### src/design/psw_pkg.sv
// package for the pci slave window decode block: encodings, offsets, reset values
package psw_pkg;
  localparam int NWIN = 6;
  localparam int SYNC_STAGES = 3;
  // bus commands seen on the byte-enable lines during the address phase
  localparam logic [3:0] CMD_MEM_RD = 4'h6;
  localparam logic [3:0] CMD_MEM_WR = 4'h7;
  localparam logic [3:0] CMD_CFG_RD = 4'hA;
  localparam logic [3:0] CMD_CFG_WR = 4'hB;
  localparam logic [3:0] CMD_MEM_RDM = 4'hC;
  localparam logic [3:0] CMD_MEM_RDL = 4'hE;
  localparam logic [3:0] CMD_MEM_WRI = 4'hF;
  // configuration space dword indices
  localparam logic [5:0] CFG_IDENT = 6'h00;
  localparam logic [5:0] CFG_CLREV = 6'h02;
  localparam logic [5:0] CFG_BAR0 = 6'h04;
  localparam logic [5:0] CFG_SUBSYS = 6'h0B;
  localparam logic [5:0] CFG_INTLAT = 6'h0F;
  localparam logic [5:0] CFG_TRL0 = 6'h10;
  // local register indices
  localparam logic [5:0] LREG_TRL0 = 6'h00;
  localparam logic [5:0] LREG_MSK0 = 6'h08;
  localparam logic [5:0] LREG_BAR0 = 6'h10;
  localparam logic [5:0] LREG_CLREV = 6'h18;
  localparam logic [5:0] LREG_SUBSYS = 6'h19;
  localparam logic [5:0] LREG_INTLAT = 6'h1A;
  localparam logic [5:0] LREG_MST_TRL = 6'h1C;
  localparam logic [5:0] LREG_STATUS = 6'h1D;
  // base address layout
  localparam int BAR_PREF_BIT = 3;
  localparam logic [31:0] BAR_ADDR_FIELD = 32'hFFFF_FFF0;
  // reset values
  localparam logic [23:0] CLASS_RST = 24'h11_8000;
  localparam logic [31:0] SUBSYS_RST = 32'h0000_0000;
  localparam logic [31:0] INTLAT_RST = 32'h0000_0000;
  localparam logic [31:0] MSK_8MB_PF = 32'hFF80_0008;
  localparam logic [31:0] MSK_64KB_NP = 32'hFFFF_0000;
  localparam logic [31:0] MSK_RST [NWIN] = '{MSK_8MB_PF, MSK_64KB_NP, MSK_64KB_NP, MSK_8MB_PF, MSK_8MB_PF,
                                            MSK_8MB_PF};
  // local targets: on-chip ram, memory-controller regs, chip regs, ram, ram, external memory
  localparam logic [31:0] TRL_RST [NWIN] = '{32'h1080_0000, 32'h2000_0000, 32'h0180_0000, 32'h1080_0000,
                                            32'h1080_0000, 32'h8000_0000};
  localparam logic [31:0] MST_TRL_RST = 32'h0000_0000;
  typedef enum logic [2:0] {SL_IDLE, SL_CFG, SL_MWR, SL_MRD, SL_WAIT} psw_slv_e;
  typedef enum logic [1:0] {LC_IDLE, LC_WR, LC_RD} psw_lcl_e;
endpackage : psw_pkg

### src/design/psw_top.sv
// pci slave window decode, configuration space and slave buffers
`timescale 1ns/1ns
`default_nettype none
// Operation
// - config identity defaults at reset, autoinit may replace
// - config access held off until initialisation done
// - separate read and write buffers, sixteen words
// - delayed prefetching reads, posted writes
// - six windows, each base, mask, translation
// - reset mapping of the six windows
// - translation and mask writable at any time
// - base register fields address, readahead_allowed_flag, type, size
// - memory space only, no io mapping
// - only 32-bit base addressing
// - host base writes gated by writable-bit mask
// - claim only window hits, translate, issue locally
// - local master claims within map, translates
// - translation, mask, base define window ends
// - translation writable locally and by host
// - replace masked upper bits with translation bits
// - unmatched bus address is ignored
// - mask readahead_allowed_flag enable shows as base bit 3
module psw_top import psw_pkg::*; #(
  parameter int BUF_DEPTH = 16,
  parameter logic [15:0] VENDOR_ID = 16'h1234, // arbitrary value
  parameter logic [15:0] DEVICE_ID = 16'h5678, // arbitrary value
  parameter logic [7:0] REVISION_ID = 8'h00, // arbitrary value
  parameter logic [31:0] MST_MAP_BASE = 32'h3000_0000,
  parameter logic [31:0] MST_MAP_MASK = 32'hF000_0000
) (
  input wire logic core_clk,
  input wire logic rst_b,
  input wire logic pci_clk,
  input wire logic pci_frame_b,
  input wire logic pci_irdy_b,
  input wire logic pci_idsel,
  input wire logic [3:0] pci_cbe,
  input wire logic [31:0] pci_ad_in,
  output logic [31:0] pci_ad_out,
  output logic pci_ad_oe_b,
  output logic pci_devsel_b_out,
  output logic pci_trdy_b_out,
  output logic pci_stop_b_out,
  output logic pci_tgt_oe_b,
  input wire logic autoinit_en,
  input wire logic autoinit_done,
  input wire logic reg_sel,
  input wire logic reg_we,
  input wire logic [5:0] reg_idx,
  input wire logic [31:0] reg_wdata,
  output logic [31:0] reg_rdata,
  output logic sl_req,
  output logic sl_we,
  output logic [31:0] sl_addr,
  output logic [31:0] sl_wdata,
  input wire logic sl_ack,
  input wire logic [31:0] sl_rdata,
  input wire logic lm_req,
  input wire logic [31:0] lm_addr,
  output logic lm_claim,
  output logic [31:0] lm_pci_addr
);
  localparam int CW = $clog2(BUF_DEPTH + 1);
  localparam int IW = 40;
  // indices wrap on a power of two; status word shows only five count bits
  if (BUF_DEPTH < 2 || BUF_DEPTH > 16 || (BUF_DEPTH & (BUF_DEPTH - 1)) != 0) begin : g_bad_depth
    $error("BUF_DEPTH out of range");
  end

  function automatic logic win_hit(input logic [31:0] a, input logic [31:0] b, input logic [31:0] m);
    win_hit = (((a ^ b) & m & BAR_ADDR_FIELD) == 32'h0000_0000);
  endfunction : win_hit
  function automatic logic [31:0] xlate(input logic [31:0] a, input logic [31:0] t, input logic [31:0] m);
    xlate = (a & ~(m & BAR_ADDR_FIELD)) | (t & m & BAR_ADDR_FIELD);
  endfunction : xlate

  // three-stage pin synchroniser; stage one feeds only stage two
  logic [IW-1:0] s1_reg, s2_reg, s3_reg;
  logic pclk_lvl_reg;
  always_ff @(posedge core_clk or negedge rst_b) begin
    if (!rst_b) begin
      s1_reg <= '1;
      s2_reg <= '1;
      s3_reg <= '1;
    end else begin
      s1_reg <= {pci_clk, pci_frame_b, pci_irdy_b, pci_idsel, pci_cbe, pci_ad_in};
      s2_reg <= s1_reg;
      s3_reg <= s2_reg;
    end
  end
  always_ff @(posedge core_clk or negedge rst_b) begin
    // same level as the synchroniser reset, so no false edge follows reset
    if (!rst_b) pclk_lvl_reg <= 1'b1;
    else if (s2_reg[39] == s3_reg[39]) pclk_lvl_reg <= s3_reg[39];
  end
  logic pe;
  logic frame_a, irdy_a, idsel_s;
  logic [3:0] cbe_s;
  logic [31:0] ad_s;
  assign pe = s2_reg[39] && s3_reg[39] && !pclk_lvl_reg;
  assign frame_a = !s3_reg[38];
  assign irdy_a = !s3_reg[37];
  assign idsel_s = s3_reg[36];
  assign cbe_s = s3_reg[35:32];
  assign ad_s = s3_reg[31:0];

  // window register set
  logic [31:0] trl_reg [NWIN];
  logic [31:0] msk_reg [NWIN];
  logic [31:0] bar_reg [NWIN];
  logic [31:0] bar_rd [NWIN];
  logic [31:0] clrev_reg, subsys_reg, intlat_reg, mst_trl_reg;
  logic cfg_wr_go;
  logic [5:0] cfg_idx_reg;
  logic init_ready;
  assign init_ready = !autoinit_en || autoinit_done;
  genvar gw;
  generate
    for (gw = 0; gw < NWIN; gw++) begin : g_win
      // address from base, readahead_allowed_flag from mask, memory type and 32-bit size fixed at zero
      assign bar_rd[gw] = {bar_reg[gw][31:4], msk_reg[gw][BAR_PREF_BIT], 3'b000};
      always_ff @(posedge core_clk or negedge rst_b) begin
        if (!rst_b) begin
          trl_reg[gw] <= TRL_RST[gw];
          msk_reg[gw] <= MSK_RST[gw];
          bar_reg[gw] <= 32'h0000_0000;
        end else begin
          if (reg_sel && reg_we && reg_idx == LREG_TRL0 + 6'(gw)) trl_reg[gw] <= reg_wdata;
          else if (cfg_wr_go && cfg_idx_reg == CFG_TRL0 + 6'(gw)) trl_reg[gw] <= ad_s;
          if (reg_sel && reg_we && reg_idx == LREG_MSK0 + 6'(gw)) msk_reg[gw] <= reg_wdata;
          if (cfg_wr_go && cfg_idx_reg == CFG_BAR0 + 6'(gw)) begin
            bar_reg[gw] <= (bar_reg[gw] & ~(msk_reg[gw] & BAR_ADDR_FIELD)) |
                           (ad_s & msk_reg[gw] & BAR_ADDR_FIELD);
          end
        end
      end
    end
  endgenerate

  // identity registers; local writes stand in for eeprom autoinit
  always_ff @(posedge core_clk or negedge rst_b) begin
    if (!rst_b) begin
      clrev_reg <= {CLASS_RST, REVISION_ID};
      subsys_reg <= SUBSYS_RST;
      intlat_reg <= INTLAT_RST;
      mst_trl_reg <= MST_TRL_RST;
    end else if (reg_sel && reg_we) begin
      if (reg_idx == LREG_CLREV) clrev_reg <= reg_wdata;
      if (reg_idx == LREG_SUBSYS) subsys_reg <= reg_wdata;
      if (reg_idx == LREG_INTLAT) intlat_reg <= reg_wdata;
      if (reg_idx == LREG_MST_TRL) mst_trl_reg <= reg_wdata;
    end
  end

  // window decode, lowest window wins
  logic any_hit;
  logic [31:0] xl_addr;
  always_comb begin
    any_hit = 1'b0;
    xl_addr = 32'h0000_0000;
    for (int i = NWIN - 1; i >= 0; i--) begin
      if (win_hit(ad_s, bar_reg[i], msk_reg[i])) begin
        any_hit = 1'b1;
        xl_addr = xlate(ad_s, trl_reg[i], msk_reg[i]);
      end
    end
  end
  logic is_cfg, is_mwr, is_mrd;
  assign is_cfg = idsel_s && ad_s[1:0] == 2'b00 && (cbe_s == CMD_CFG_RD || cbe_s == CMD_CFG_WR) && init_ready;
  assign is_mwr = (cbe_s == CMD_MEM_WR || cbe_s == CMD_MEM_WRI) && ad_s[1:0] == 2'b00;
  assign is_mrd = (cbe_s == CMD_MEM_RD || cbe_s == CMD_MEM_RDM || cbe_s == CMD_MEM_RDL) && ad_s[1:0] == 2'b00;

  // config read data
  logic [31:0] cfg_rdata;
  always_comb begin
    cfg_rdata = 32'h0000_0000;
    if (cfg_idx_reg == CFG_IDENT) cfg_rdata = {DEVICE_ID, VENDOR_ID};
    if (cfg_idx_reg == CFG_CLREV) cfg_rdata = clrev_reg;
    if (cfg_idx_reg == CFG_SUBSYS) cfg_rdata = subsys_reg;
    if (cfg_idx_reg == CFG_INTLAT) cfg_rdata = intlat_reg;
    for (int i = 0; i < NWIN; i++) begin
      if (cfg_idx_reg == CFG_BAR0 + 6'(i)) cfg_rdata = bar_rd[i];
      if (cfg_idx_reg == CFG_TRL0 + 6'(i)) cfg_rdata = trl_reg[i];
    end
  end

  // slave buffers and bus-side state machine
  logic [31:0] wbuf [BUF_DEPTH];
  logic [31:0] rbuf [BUF_DEPTH];
  logic [CW-1:0] wcnt_reg, rfill_reg, ridx_reg, wdrain_reg;
  logic [31:0] wbase_reg, dr_pci_reg, dr_loc_reg;
  logic wcommit_reg, dr_valid_reg, cfg_wr_reg, drain_done;
  psw_slv_e slv_st;
  logic rd_ready;
  assign rd_ready = dr_valid_reg && rfill_reg == CW'(BUF_DEPTH);
  assign cfg_wr_go = pe && slv_st == SL_CFG && irdy_a && cfg_wr_reg;
  always_ff @(posedge core_clk or negedge rst_b) begin
    if (!rst_b) begin
      slv_st <= SL_IDLE;
      {pci_devsel_b_out, pci_trdy_b_out, pci_stop_b_out, pci_tgt_oe_b, pci_ad_oe_b} <= 5'h1F;
      pci_ad_out <= 32'h0000_0000;
      cfg_idx_reg <= 6'h00;
      cfg_wr_reg <= 1'b0;
      wcnt_reg <= '0;
      ridx_reg <= '0;
      wbase_reg <= 32'h0000_0000;
      wcommit_reg <= 1'b0;
      dr_valid_reg <= 1'b0;
      dr_pci_reg <= 32'h0000_0000;
      dr_loc_reg <= 32'h0000_0000;
    end else begin
      if (drain_done) begin
        wcnt_reg <= '0;
        wcommit_reg <= 1'b0;
      end
      // config data must stand before the host samples the data edge
      if (slv_st == SL_CFG) pci_ad_out <= cfg_rdata;
      if (pe) begin
        unique case (slv_st)
          SL_IDLE: if (frame_a) begin
            if (is_cfg) begin
              slv_st <= SL_CFG;
              cfg_idx_reg <= ad_s[7:2];
              cfg_wr_reg <= cbe_s == CMD_CFG_WR;
              {pci_devsel_b_out, pci_trdy_b_out, pci_tgt_oe_b} <= 3'b000;
              pci_ad_oe_b <= cbe_s == CMD_CFG_WR;
            end else if (is_mwr && any_hit && wcnt_reg == '0 && !wcommit_reg) begin
              slv_st <= SL_MWR;
              wbase_reg <= xl_addr;
              {pci_devsel_b_out, pci_trdy_b_out, pci_tgt_oe_b} <= 3'b000;
            end else if (is_mrd && any_hit) begin
              {pci_devsel_b_out, pci_tgt_oe_b} <= 2'b00;
              if (rd_ready && dr_pci_reg == ad_s) begin
                slv_st <= SL_MRD;
                pci_trdy_b_out <= 1'b0;
                pci_ad_oe_b <= 1'b0;
                pci_ad_out <= rbuf[0];
                ridx_reg <= CW'(1);
              end else begin
                // delayed read: retry now, readahead_allowed_flag behind the retry
                slv_st <= SL_WAIT;
                pci_stop_b_out <= 1'b0;
                if (!dr_valid_reg || rd_ready) begin
                  dr_valid_reg <= 1'b1;
                  dr_pci_reg <= ad_s;
                  dr_loc_reg <= xl_addr;
                end
              end
            end
          end
          SL_CFG: if (irdy_a) begin
            pci_ad_out <= cfg_rdata;
            if (frame_a) begin
              {pci_trdy_b_out, pci_stop_b_out} <= 2'b10;
              slv_st <= SL_WAIT;
            end else begin
              {pci_devsel_b_out, pci_trdy_b_out, pci_stop_b_out, pci_tgt_oe_b, pci_ad_oe_b} <= 5'h1F;
              slv_st <= SL_IDLE;
            end
          end else begin
            pci_ad_out <= cfg_rdata;
          end
          SL_MWR: if (irdy_a) begin
            wbuf[wcnt_reg[CW-2:0]] <= ad_s;
            wcnt_reg <= wcnt_reg + CW'(1);
            if (!frame_a) begin
              wcommit_reg <= 1'b1;
              {pci_devsel_b_out, pci_trdy_b_out, pci_stop_b_out, pci_tgt_oe_b} <= 4'hF;
              slv_st <= SL_IDLE;
            end else if (wcnt_reg == CW'(BUF_DEPTH - 1)) begin
              wcommit_reg <= 1'b1;
              {pci_trdy_b_out, pci_stop_b_out} <= 2'b10; // buffer full, disconnect
              slv_st <= SL_WAIT;
            end
          end
          SL_MRD: if (irdy_a) begin
            if (!frame_a) begin
              dr_valid_reg <= 1'b0;
              {pci_devsel_b_out, pci_trdy_b_out, pci_stop_b_out, pci_tgt_oe_b, pci_ad_oe_b} <= 5'h1F;
              slv_st <= SL_IDLE;
            end else if (ridx_reg == CW'(BUF_DEPTH)) begin
              dr_valid_reg <= 1'b0;
              {pci_trdy_b_out, pci_stop_b_out} <= 2'b10;
              slv_st <= SL_WAIT;
            end else begin
              pci_ad_out <= rbuf[ridx_reg[CW-2:0]];
              ridx_reg <= ridx_reg + CW'(1);
            end
          end
          SL_WAIT: if (!frame_a && irdy_a) begin
            {pci_devsel_b_out, pci_trdy_b_out, pci_stop_b_out, pci_tgt_oe_b, pci_ad_oe_b} <= 5'h1F;
            slv_st <= SL_IDLE;
          end
        endcase
      end
    end
  end

  // local side: drain posted writes first, then readahead_allowed_flag
  psw_lcl_e lcl_st;
  assign drain_done = lcl_st == LC_WR && sl_ack && wdrain_reg == wcnt_reg - CW'(1);
  always_ff @(posedge core_clk or negedge rst_b) begin
    if (!rst_b) begin
      lcl_st <= LC_IDLE;
      wdrain_reg <= '0;
      rfill_reg <= '0;
    end else begin
      if (pe && slv_st == SL_IDLE && frame_a && is_mrd && any_hit && (!dr_valid_reg || rd_ready) &&
          !(rd_ready && dr_pci_reg == ad_s)) rfill_reg <= '0;
      unique case (lcl_st)
        LC_IDLE: if (wcommit_reg && wcnt_reg != '0) begin
          lcl_st <= LC_WR;
          wdrain_reg <= '0;
        end else if (dr_valid_reg && rfill_reg != CW'(BUF_DEPTH)) begin
          lcl_st <= LC_RD;
        end
        LC_WR: if (sl_ack) begin
          wdrain_reg <= wdrain_reg + CW'(1);
          if (drain_done) lcl_st <= LC_IDLE;
        end
        LC_RD: if (sl_ack) begin
          rbuf[rfill_reg[CW-2:0]] <= sl_rdata;
          rfill_reg <= rfill_reg + CW'(1);
          lcl_st <= LC_IDLE;
        end
      endcase
    end
  end
  assign sl_req = lcl_st != LC_IDLE;
  assign sl_we = lcl_st == LC_WR;
  assign sl_addr = sl_we ? wbase_reg + 32'({wdrain_reg, 2'b00}) : dr_loc_reg + 32'({rfill_reg, 2'b00});
  assign sl_wdata = wbuf[wdrain_reg[CW-2:0]];

  // local master claim and translation
  always_ff @(posedge core_clk or negedge rst_b) begin
    if (!rst_b) begin
      lm_claim <= 1'b0;
      lm_pci_addr <= 32'h0000_0000;
    end else begin
      lm_claim <= lm_req && ((lm_addr & MST_MAP_MASK) == MST_MAP_BASE);
      lm_pci_addr <= (lm_addr & ~MST_MAP_MASK) | (mst_trl_reg & MST_MAP_MASK);
    end
  end

  // local register read
  always_comb begin
    reg_rdata = 32'h0000_0000;
    if (reg_idx == LREG_CLREV) reg_rdata = clrev_reg;
    if (reg_idx == LREG_SUBSYS) reg_rdata = subsys_reg;
    if (reg_idx == LREG_INTLAT) reg_rdata = intlat_reg;
    if (reg_idx == LREG_MST_TRL) reg_rdata = mst_trl_reg;
    if (reg_idx == LREG_STATUS) reg_rdata = {23'h00_0000, init_ready, rd_ready, dr_valid_reg, wcommit_reg, 5'(wcnt_reg)};
    for (int i = 0; i < NWIN; i++) begin
      if (reg_idx == LREG_TRL0 + 6'(i)) reg_rdata = trl_reg[i];
      if (reg_idx == LREG_MSK0 + 6'(i)) reg_rdata = msk_reg[i];
      if (reg_idx == LREG_BAR0 + 6'(i)) reg_rdata = bar_rd[i];
    end
  end

  a_miss_ignored: assert property (@(posedge core_clk) disable iff (!rst_b)
    (pe && slv_st == SL_IDLE && frame_a && !is_cfg && !any_hit) |=> pci_tgt_oe_b)
    else $error("unmatched address claimed");
  a_claim_on_hit: assert property (@(posedge core_clk) disable iff (!rst_b)
    $fell(pci_tgt_oe_b) |-> $past(any_hit || is_cfg))
    else $error("claim without window hit");
  a_bar_masked_wr: assert property (@(posedge core_clk) disable iff (!rst_b)
    ((bar_reg[0] ^ $past(bar_reg[0])) & ~$past(msk_reg[0])) == 32'h0000_0000)
    else $error("protected base bit changed");
  a_bar_low_bits: assert property (@(posedge core_clk) disable iff (!rst_b)
    (pe && slv_st == SL_CFG && cfg_idx_reg == CFG_BAR0) |=> pci_ad_out[3:0] == {msk_reg[0][3], 3'b000})
    else $error("base low bits wrong");
  a_wbase_xlate: assert property (@(posedge core_clk) disable iff (!rst_b)
    (pe && slv_st == SL_IDLE && frame_a && is_mwr && any_hit && wcnt_reg == '0 && !wcommit_reg)
      |=> wbase_reg == $past(xl_addr) && slv_st == SL_MWR)
    else $error("write base not translated");
  a_wbuf_bound: assert property (@(posedge core_clk) disable iff (!rst_b)
    wcnt_reg <= CW'(BUF_DEPTH) && rfill_reg <= CW'(BUF_DEPTH))
    else $error("buffer overrun");
  a_read_retry: assert property (@(posedge core_clk) disable iff (!rst_b)
    (pe && slv_st == SL_IDLE && frame_a && !is_cfg && is_mrd && any_hit && !rd_ready)
      |=> !pci_stop_b_out && pci_trdy_b_out && dr_valid_reg)
    else $error("delayed read not retried");
  a_cfg_held: assert property (@(posedge core_clk) disable iff (!rst_b)
    $rose(slv_st == SL_CFG) |-> $past(init_ready))
    else $error("config claimed before init");
  a_msk_anytime: assert property (@(posedge core_clk) disable iff (!rst_b)
    (reg_sel && reg_we && reg_idx == LREG_MSK0) |=> msk_reg[0] == $past(reg_wdata))
    else $error("mask write lost");
  a_mst_claim: assert property (@(posedge core_clk) disable iff (!rst_b)
    lm_claim |-> $past(lm_req) && ($past(lm_addr) & MST_MAP_MASK) == MST_MAP_BASE)
    else $error("master claim outside map");
endmodule : psw_top
`default_nettype wire

### config.mk
export PLATFORM = sky130hd
export DESIGN_NAME = psw_top
export DESIGN_NICKNAME = d
export VERILOG_FILES = /design/src/design/psw_pkg.sv /design/src/design/psw_top.sv
export SDC_FILE = /design/constraint.sdc
export NUM_CORES = 2
export LEC_CHECK = 0
export BUFFER_PORTS_ARGS = -buffer_cell sky130_fd_sc_hd__buf_2
export CAP_MARGIN = 20
export CORE_MARGIN = 5
export CORE_UTILIZATION = 50
export DETAILED_ROUTE_END_ITERATION = 6
export MAX_ROUTING_LAYER = met4
export PLACE_DENSITY_LB_ADDON = 0.2
export SLEW_MARGIN = 20
export SYNTH_ARGS = -nofsm -noshare
export SYNTH_HDL_FRONTEND = slang
export SYNTH_SLANG_ARGS = --single-unit
### constraint.sdc
create_clock -name core_clk -period 4.3 [get_ports core_clk]
set_input_delay 0.86 -clock core_clk [delete_from_list [all_inputs] [get_ports core_clk]]
set_output_delay 0.86 -clock core_clk [all_outputs]
set_load 0.02 [all_outputs]
; Word level (Yosys, flattened, before mapping)
; Memories as Yosys holds them, arrays and structs flattened.
; Cells that the tools add are included.
[totals]
ff_bits = 1024
latch_bits = 0
ramBits = 1024
mem_bits_ro = 0
input_bits = 150
out_inout_bits = 168
n_memories = 2
[memory_table]
columns = memory, words, word_bits, read_ports, rd_ports_with_merged_regs, write_ports, line_no
row1 = rbuf, 16, 32, 2, 0, 1, psw_top.sv:189  ; logic [31:0] rbuf [BUF_DEPTH];
row2 = wbuf, 16, 32, 1, 0, 1, psw_top.sv:188  ; logic [31:0] wbuf [BUF_DEPTH];
[op_classes]
add_sub_neg = 7
multipliers = 0
div = 0
magnitude_cmp = 0
eq_ne = 87
n_shift = 0
muxes = 176
bitwise_logic = 59
n_reduce_logical = 109
[op_table]
columns = op, n
row1 = 32-bit 2-to-1 mux, 67
row2 = 32-bit bitwise AND, 30
row3 = 32-bit OR, 12
row4 = 32-bit logical NOT, 6
row5 = 32-bit NOT, 6
row6 = 32-bit bitwise XOR, 6
row7 = 6-bit by 5-bit == test with 1-bit output (second input constant), 17
row8 = 32-bit one-hot mux with 3 select lines, 1
row9 = 5-bit 2-to-1 mux, 17
row10 = 32-bit by 7-bit adder with 32-bit output, 2
row11 = 1-bit 2-to-1 mux, 62
row12 = 6-bit by 4-bit == test with 1-bit output (second input constant), 10
row13 = 1-bit logical AND, 55
row14 = 3-bit 2-to-1 mux, 14
row15 = 6-bit by 3-bit == test with 1-bit output (second input constant), 6
row16 = 2-bit != test (second input constant), 17
row17 = 32-bit == test, 1
row18 = 28-bit by 32-bit OR with 32-bit output, 1
row19 = 31-bit 2-to-1 mux, 1
row20 = 10-bit AND reduction, 3
row21 = 5-bit by 1-bit adder with 5-bit output (second input constant), 4
row22 = 4-bit == test (second input constant), 5
row23 = 5-bit one-hot mux with 2 select lines, 2
row24 = 6-bit by 2-bit == test with 1-bit output (second input constant), 3
row25 = 43 further kinds, 90

; Depth between registers and ports, before layout
[depth]
word_depth = 25
ltp_mapped = 15

; Worst setup path before layout
; OpenSTA, ideal clock, no wires.
[synth_timing]
path_kind = input to output
from = input reg_idx[3]
to = output reg_rdata[18]
arrival_time_ns = 3.578
slack_ns = -0.138
path_stages = 11
path_buffers = 3
path_cell_list = buf_2 -> or4b_2 -> nor3_2 -> buf_4 -> buf_4 -> a221oi_1 -> o31ai_1 -> o221ai_1 -> nand2_1 -> a211oi_1 -> o41ai_1
[synth_via]
elab_chain_cells = 24
[synth_lines]
columns = item, line_no
row1 = from (decl), psw_top.sv:49  ; input wire logic [5:0] reg_idx,
row2 = 6-bit by 5-bit == test with 1-bit output, psw_top.sv:348  ; if (reg_idx == LREG_CLREV) reg_rdata = clrev_reg;
row3 = 32-bit 2-to-1 mux, psw_top.sv:348
row4 = 32-bit 2-to-1 mux, psw_top.sv:349  ; if (reg_idx == LREG_SUBSYS) reg_rdata = subsys_reg;
row5 = 32-bit 2-to-1 mux, psw_top.sv:350  ; if (reg_idx == LREG_INTLAT) reg_rdata = intlat_reg;
row6 = 32-bit 2-to-1 mux, psw_top.sv:351  ; if (reg_idx == LREG_MST_TRL) reg_rdata = mst_trl_reg;
row7 = 32-bit 2-to-1 mux, psw_top.sv:352  ; if (reg_idx == LREG_STATUS) reg_rdata = {23'h00_0000, init_ready, rd_ready, dr_valid_reg, wcommit_reg, 5'(wcnt ...
row8 = 32-bit 2-to-1 mux, psw_top.sv:354  ; if (reg_idx == LREG_TRL0 + 6'(i)) reg_rdata = trl_reg[i];
row9 = 32-bit 2-to-1 mux, psw_top.sv:355  ; if (reg_idx == LREG_MSK0 + 6'(i)) reg_rdata = msk_reg[i];
row10 = [8 not listed], n/a
row11 = 32-bit 2-to-1 mux, psw_top.sv:355
row12 = 32-bit 2-to-1 mux, psw_top.sv:356  ; if (reg_idx == LREG_BAR0 + 6'(i)) reg_rdata = bar_rd[i];
row13 = 32-bit 2-to-1 mux, psw_top.sv:354
row14 = 32-bit 2-to-1 mux, psw_top.sv:355
row15 = 32-bit 2-to-1 mux, psw_top.sv:356
row16 = 32-bit 2-to-1 mux, psw_top.sv:354
row17 = 32-bit 2-to-1 mux, psw_top.sv:355
row18 = 32-bit 2-to-1 mux *, psw_top.sv:356
row19 = to (decl), psw_top.sv:51  ; output logic [31:0] reg_rdata,
; Mark *: on every way between the ends. The rest lies on a longest branch, timed or not.

; Final worst setup path
[layout_timing]
from = input reg_idx[2]
to = output reg_rdata[16]
; The elaborated chain is that of the path after synthesis.

==> impl_metrics.tcl <==
set metrics [dict create \
    finClkSkew_ns 0.03238 \
    drive_above_1_share 0.3561 \
    postRouteWirelength_mm 370.8 \
    fin_area_sq_um 112700 \
    finalSetupViolations 27 \
    place_ws_ns -0.5697 \
    routabilityCongestion 1.045 \
    core-area_sq_um 187600 \
    layout_setup_ws_ns -0.2607 \
    h-tree-depth 4 \
    cap_violations 0 \
    hold_end "s1_reg[13]" \
    grt_pass1_vias 66880 \
    synth_common_cells "edfxtp_1, dfrtp_1, nand2_1" \
    path_cells "buf_6 -> or4_4 -> nor3_4 -> buf_6 -> buf_4 -> buf_12 -> a221oi_2 -> a2111oi_4 -> o221ai_2 -> nand2_2 -> a211oi_2 -> o41ai_2 -> buf_4 -> buf_6" \
    area_growth_pct 19.54 \
    ir_worst_vdd_uv 504.7 \
    clockRootBuffer "clkbuf_16" \
    synthCells 6973 \
    yosysUniqueCellTypes 82 \
    drt-pass1-iter-count 7 \
    period_needed_ns 4.561 \
    min_path_cells 1 \
    synth_top_area_frac 0.3261 \
    max_slew.worst_pin.slew_ns 1.168 \
    cts.sinks 2024 \
    vias_per_cell 6.703 \
    reg2reg_depth 13 \
    worstHoldStart "pci_ad_in[13]" \
    violations "design-rule violations, negative setup slack" \
    worstSetupPathType "in2out" \
    io_pins 318 \
    syn_area_per_cell_sq_um 13.52 \
    cts_tree "yes" \
    power_density_nw_per_um2 433.0 \
    slew_headroom 0.2015 \
    cpMostUsedCell "buf_6" \
    timing.final.crit_share 1.061 \
    ys_ff_latch 2024 \
    status "complete, but fails checks" \
    gr-total-overflow 0 \
    synthTopCellsByArea "edfxtp_1, dfrtp_1, mux4_2" \
    hpwl_mm 255.0 \
    row_count 159 \
    syn_area_sq_um 94300 \
    final_net_count 7797 \
    dieArea_sq_um 197400 \
    antenna_found_initial 29 \
    yosys_warnings 0 \
    cp.arrival_ns 3.70 \
    hold_viol_final 0 \
    routedWlPerCell_um 35.91 \
    io_buffers 317 \
    synth_edf_count 1024 \
    start_kind "primary input" \
    place_area_sq_um 103100 \
    cp_max_fo 4 \
    route.detailed.drc 16 \
    synth_ff_type "edfxtp_1" \
    crit_path_top_delay_cell "or4_4" \
    track_usage 0.3786 \
    critPathCaptureType "output port" \
    async_flop_share 0.4941 \
    rsz0062_at_grt "yes" \
    fmax_ghz 0.2193 \
    clk_pin_slew_ns 0.06 \
    reg2reg_to "wbase_reg[9]" \
    maxSlewViolCount 0 \
    clockBufferDepth 3 \
    dieHeight_um 444.3 \
    required_ns 3.44 \
    grt_max_degree 166 \
    crit_buf_inv 6 \
    leakagePower_uw 0.04359 \
    numCtsBuffers 209 \
    yosysSeqAreaShare 0.5942 \
    die_x_um 444.3 \
    syn-num-nets 7152 \
    r2r_start "s3_reg[9]" \
    ant_nets 0 \
    grt_pass1_wl_mm 518.7 \
    synth.most_common_cell "edfxtp_1" \
    start_util 0.5027 \
    yosysTopAreaCell "edfxtp_1" \
    max_stage_delay_ns 0.57 \
    drt_iter0_markers 9434 \
    hp-class "in2reg" \
    vias 69200 \
    clk_latency_ns 0.88 \
    cp_top_family "compound AO/OA/AOI/OAI gates" \
    reg2reg_slack_ns 0.02 \
]
## metal layers
metal	share of wire	vias to the layer above	wire, um	global-route usage
li1	-	28100	-	-
met1	0.39	35850	145000	0.5018
met2	0.44	4340	162900	0.5447
met3	0.10	905	38570	0.09306
met4	0.065	0	24270	0.1964
met5	0	-	0	-
## what timing repair did
action,in CTS,in global routing
setup buffers,42,36
setup endpoints to repair,62,95
hold buffers,1,0
gates resized for setup,291,145
cloned,2,4
endpoints found under the hold margin,7,0
pin swaps,134,124
## layout make-up
class | count | area [sq um]
Fill cell | 14550 | 74880
Sequential cell | 2024 | 56070
Multi-Input combinational cell | 4343 | 37880
Timing Repair Buffer | 1000 | 8426
Clock buffer | 294 | 5907
Tap cell | 2495 | 3122
Clock inverter | 103 | 1100
Inverter | 40 | 152.6
Antenna cell | 25 | 62.56
## per-stage QoR
step / hold slack, ns / utilization / total power, uW / setup TNS (ns) / cells
2_1_floorplan: 0.3452 / - / 26000 / 0 / 6973
3_3_place_gp: 0.3466 / 0.5496 / 30090 / -9.891 / 9827
3_5_place_dp: 0.3468 / 0.5496 / 30150 / -11.23 / 9827
4_1_cts: 0.01646 / 0.5953 / 48630 / -4.436 / 10270
5_1_grt: 0.03052 / 0.6008 / 50230 / -5.128 / 10320
6_report: 0.07910 / 0.6009 / 48810 / -2.847 / 10320
## layout by cell type, fill, tap and decap left out, drive strengths merged, types with 49 or more instances in the layout
cell type / n
a211oi: 64
a21oi: 165
a221oi: 139
a22oi: 168
buf: 992
clkbuf: 300
clkinv: 75
dfrtp: 790
dfstp: 210
edfxtp: 1024
mux2: 586
mux2i: 334
mux4: 320
nand2: 683
nand3: 104
nand4: 49
nor2: 308
nor3: 50
o21ai: 400
o221ai: 72
o22ai: 54
xnor2: 65
xor2: 198
## power by group
| group | switching, uW | internal [uW] | leakage [uW] |
|---|---|---|---|
| clock | 7980 | 10500 | 0.00343 |
| sequential | 1120 | 21100 | 0.0215 |
| combinational | 4900 | 3150 | 0.0187 |
| total | 14000 | 34800 | 0.0436 |
## worst max-delay path by stage
stage	startpoint	to	slack, ns	cells past startpoint
3_5_place_dp	reg_idx[3]	reg_rdata[16]	-0.57	12
2_1_floorplan	reg_idx[3]	reg_rdata[10]	0.007	10
5_1_grt	rfill_reg[0]	sl_addr[24]	-0.26	12
3_3_place_gp	reg_idx[3]	reg_rdata[16]	-0.54	12
6_report	reg_idx[2]	reg_rdata[16]	-0.26	14
4_1_cts	reg_idx[4]	reg_rdata[22]	-0.28	14
## cell families (layout without fill, tap and decap cells)
kind of cell             Yosys count  count (layout)  share of synthesized area
buffers and inverters            606            1437                    0.02575
AO/OA/AOI/OAI                   1401            1401                     0.1022
AND/OR/NAND/NOR                 1410            1410                    0.06746
other                              0              25                          0
multiplexers                    1240            1240                     0.1819
adder cells (fa/ha/maj)           29              29                   0.004007
flip-flops                      2024            2024                     0.5942
XOR/XNOR                         263             263                    0.02443
Note: power is estimated with default switching activity, not from simulation.
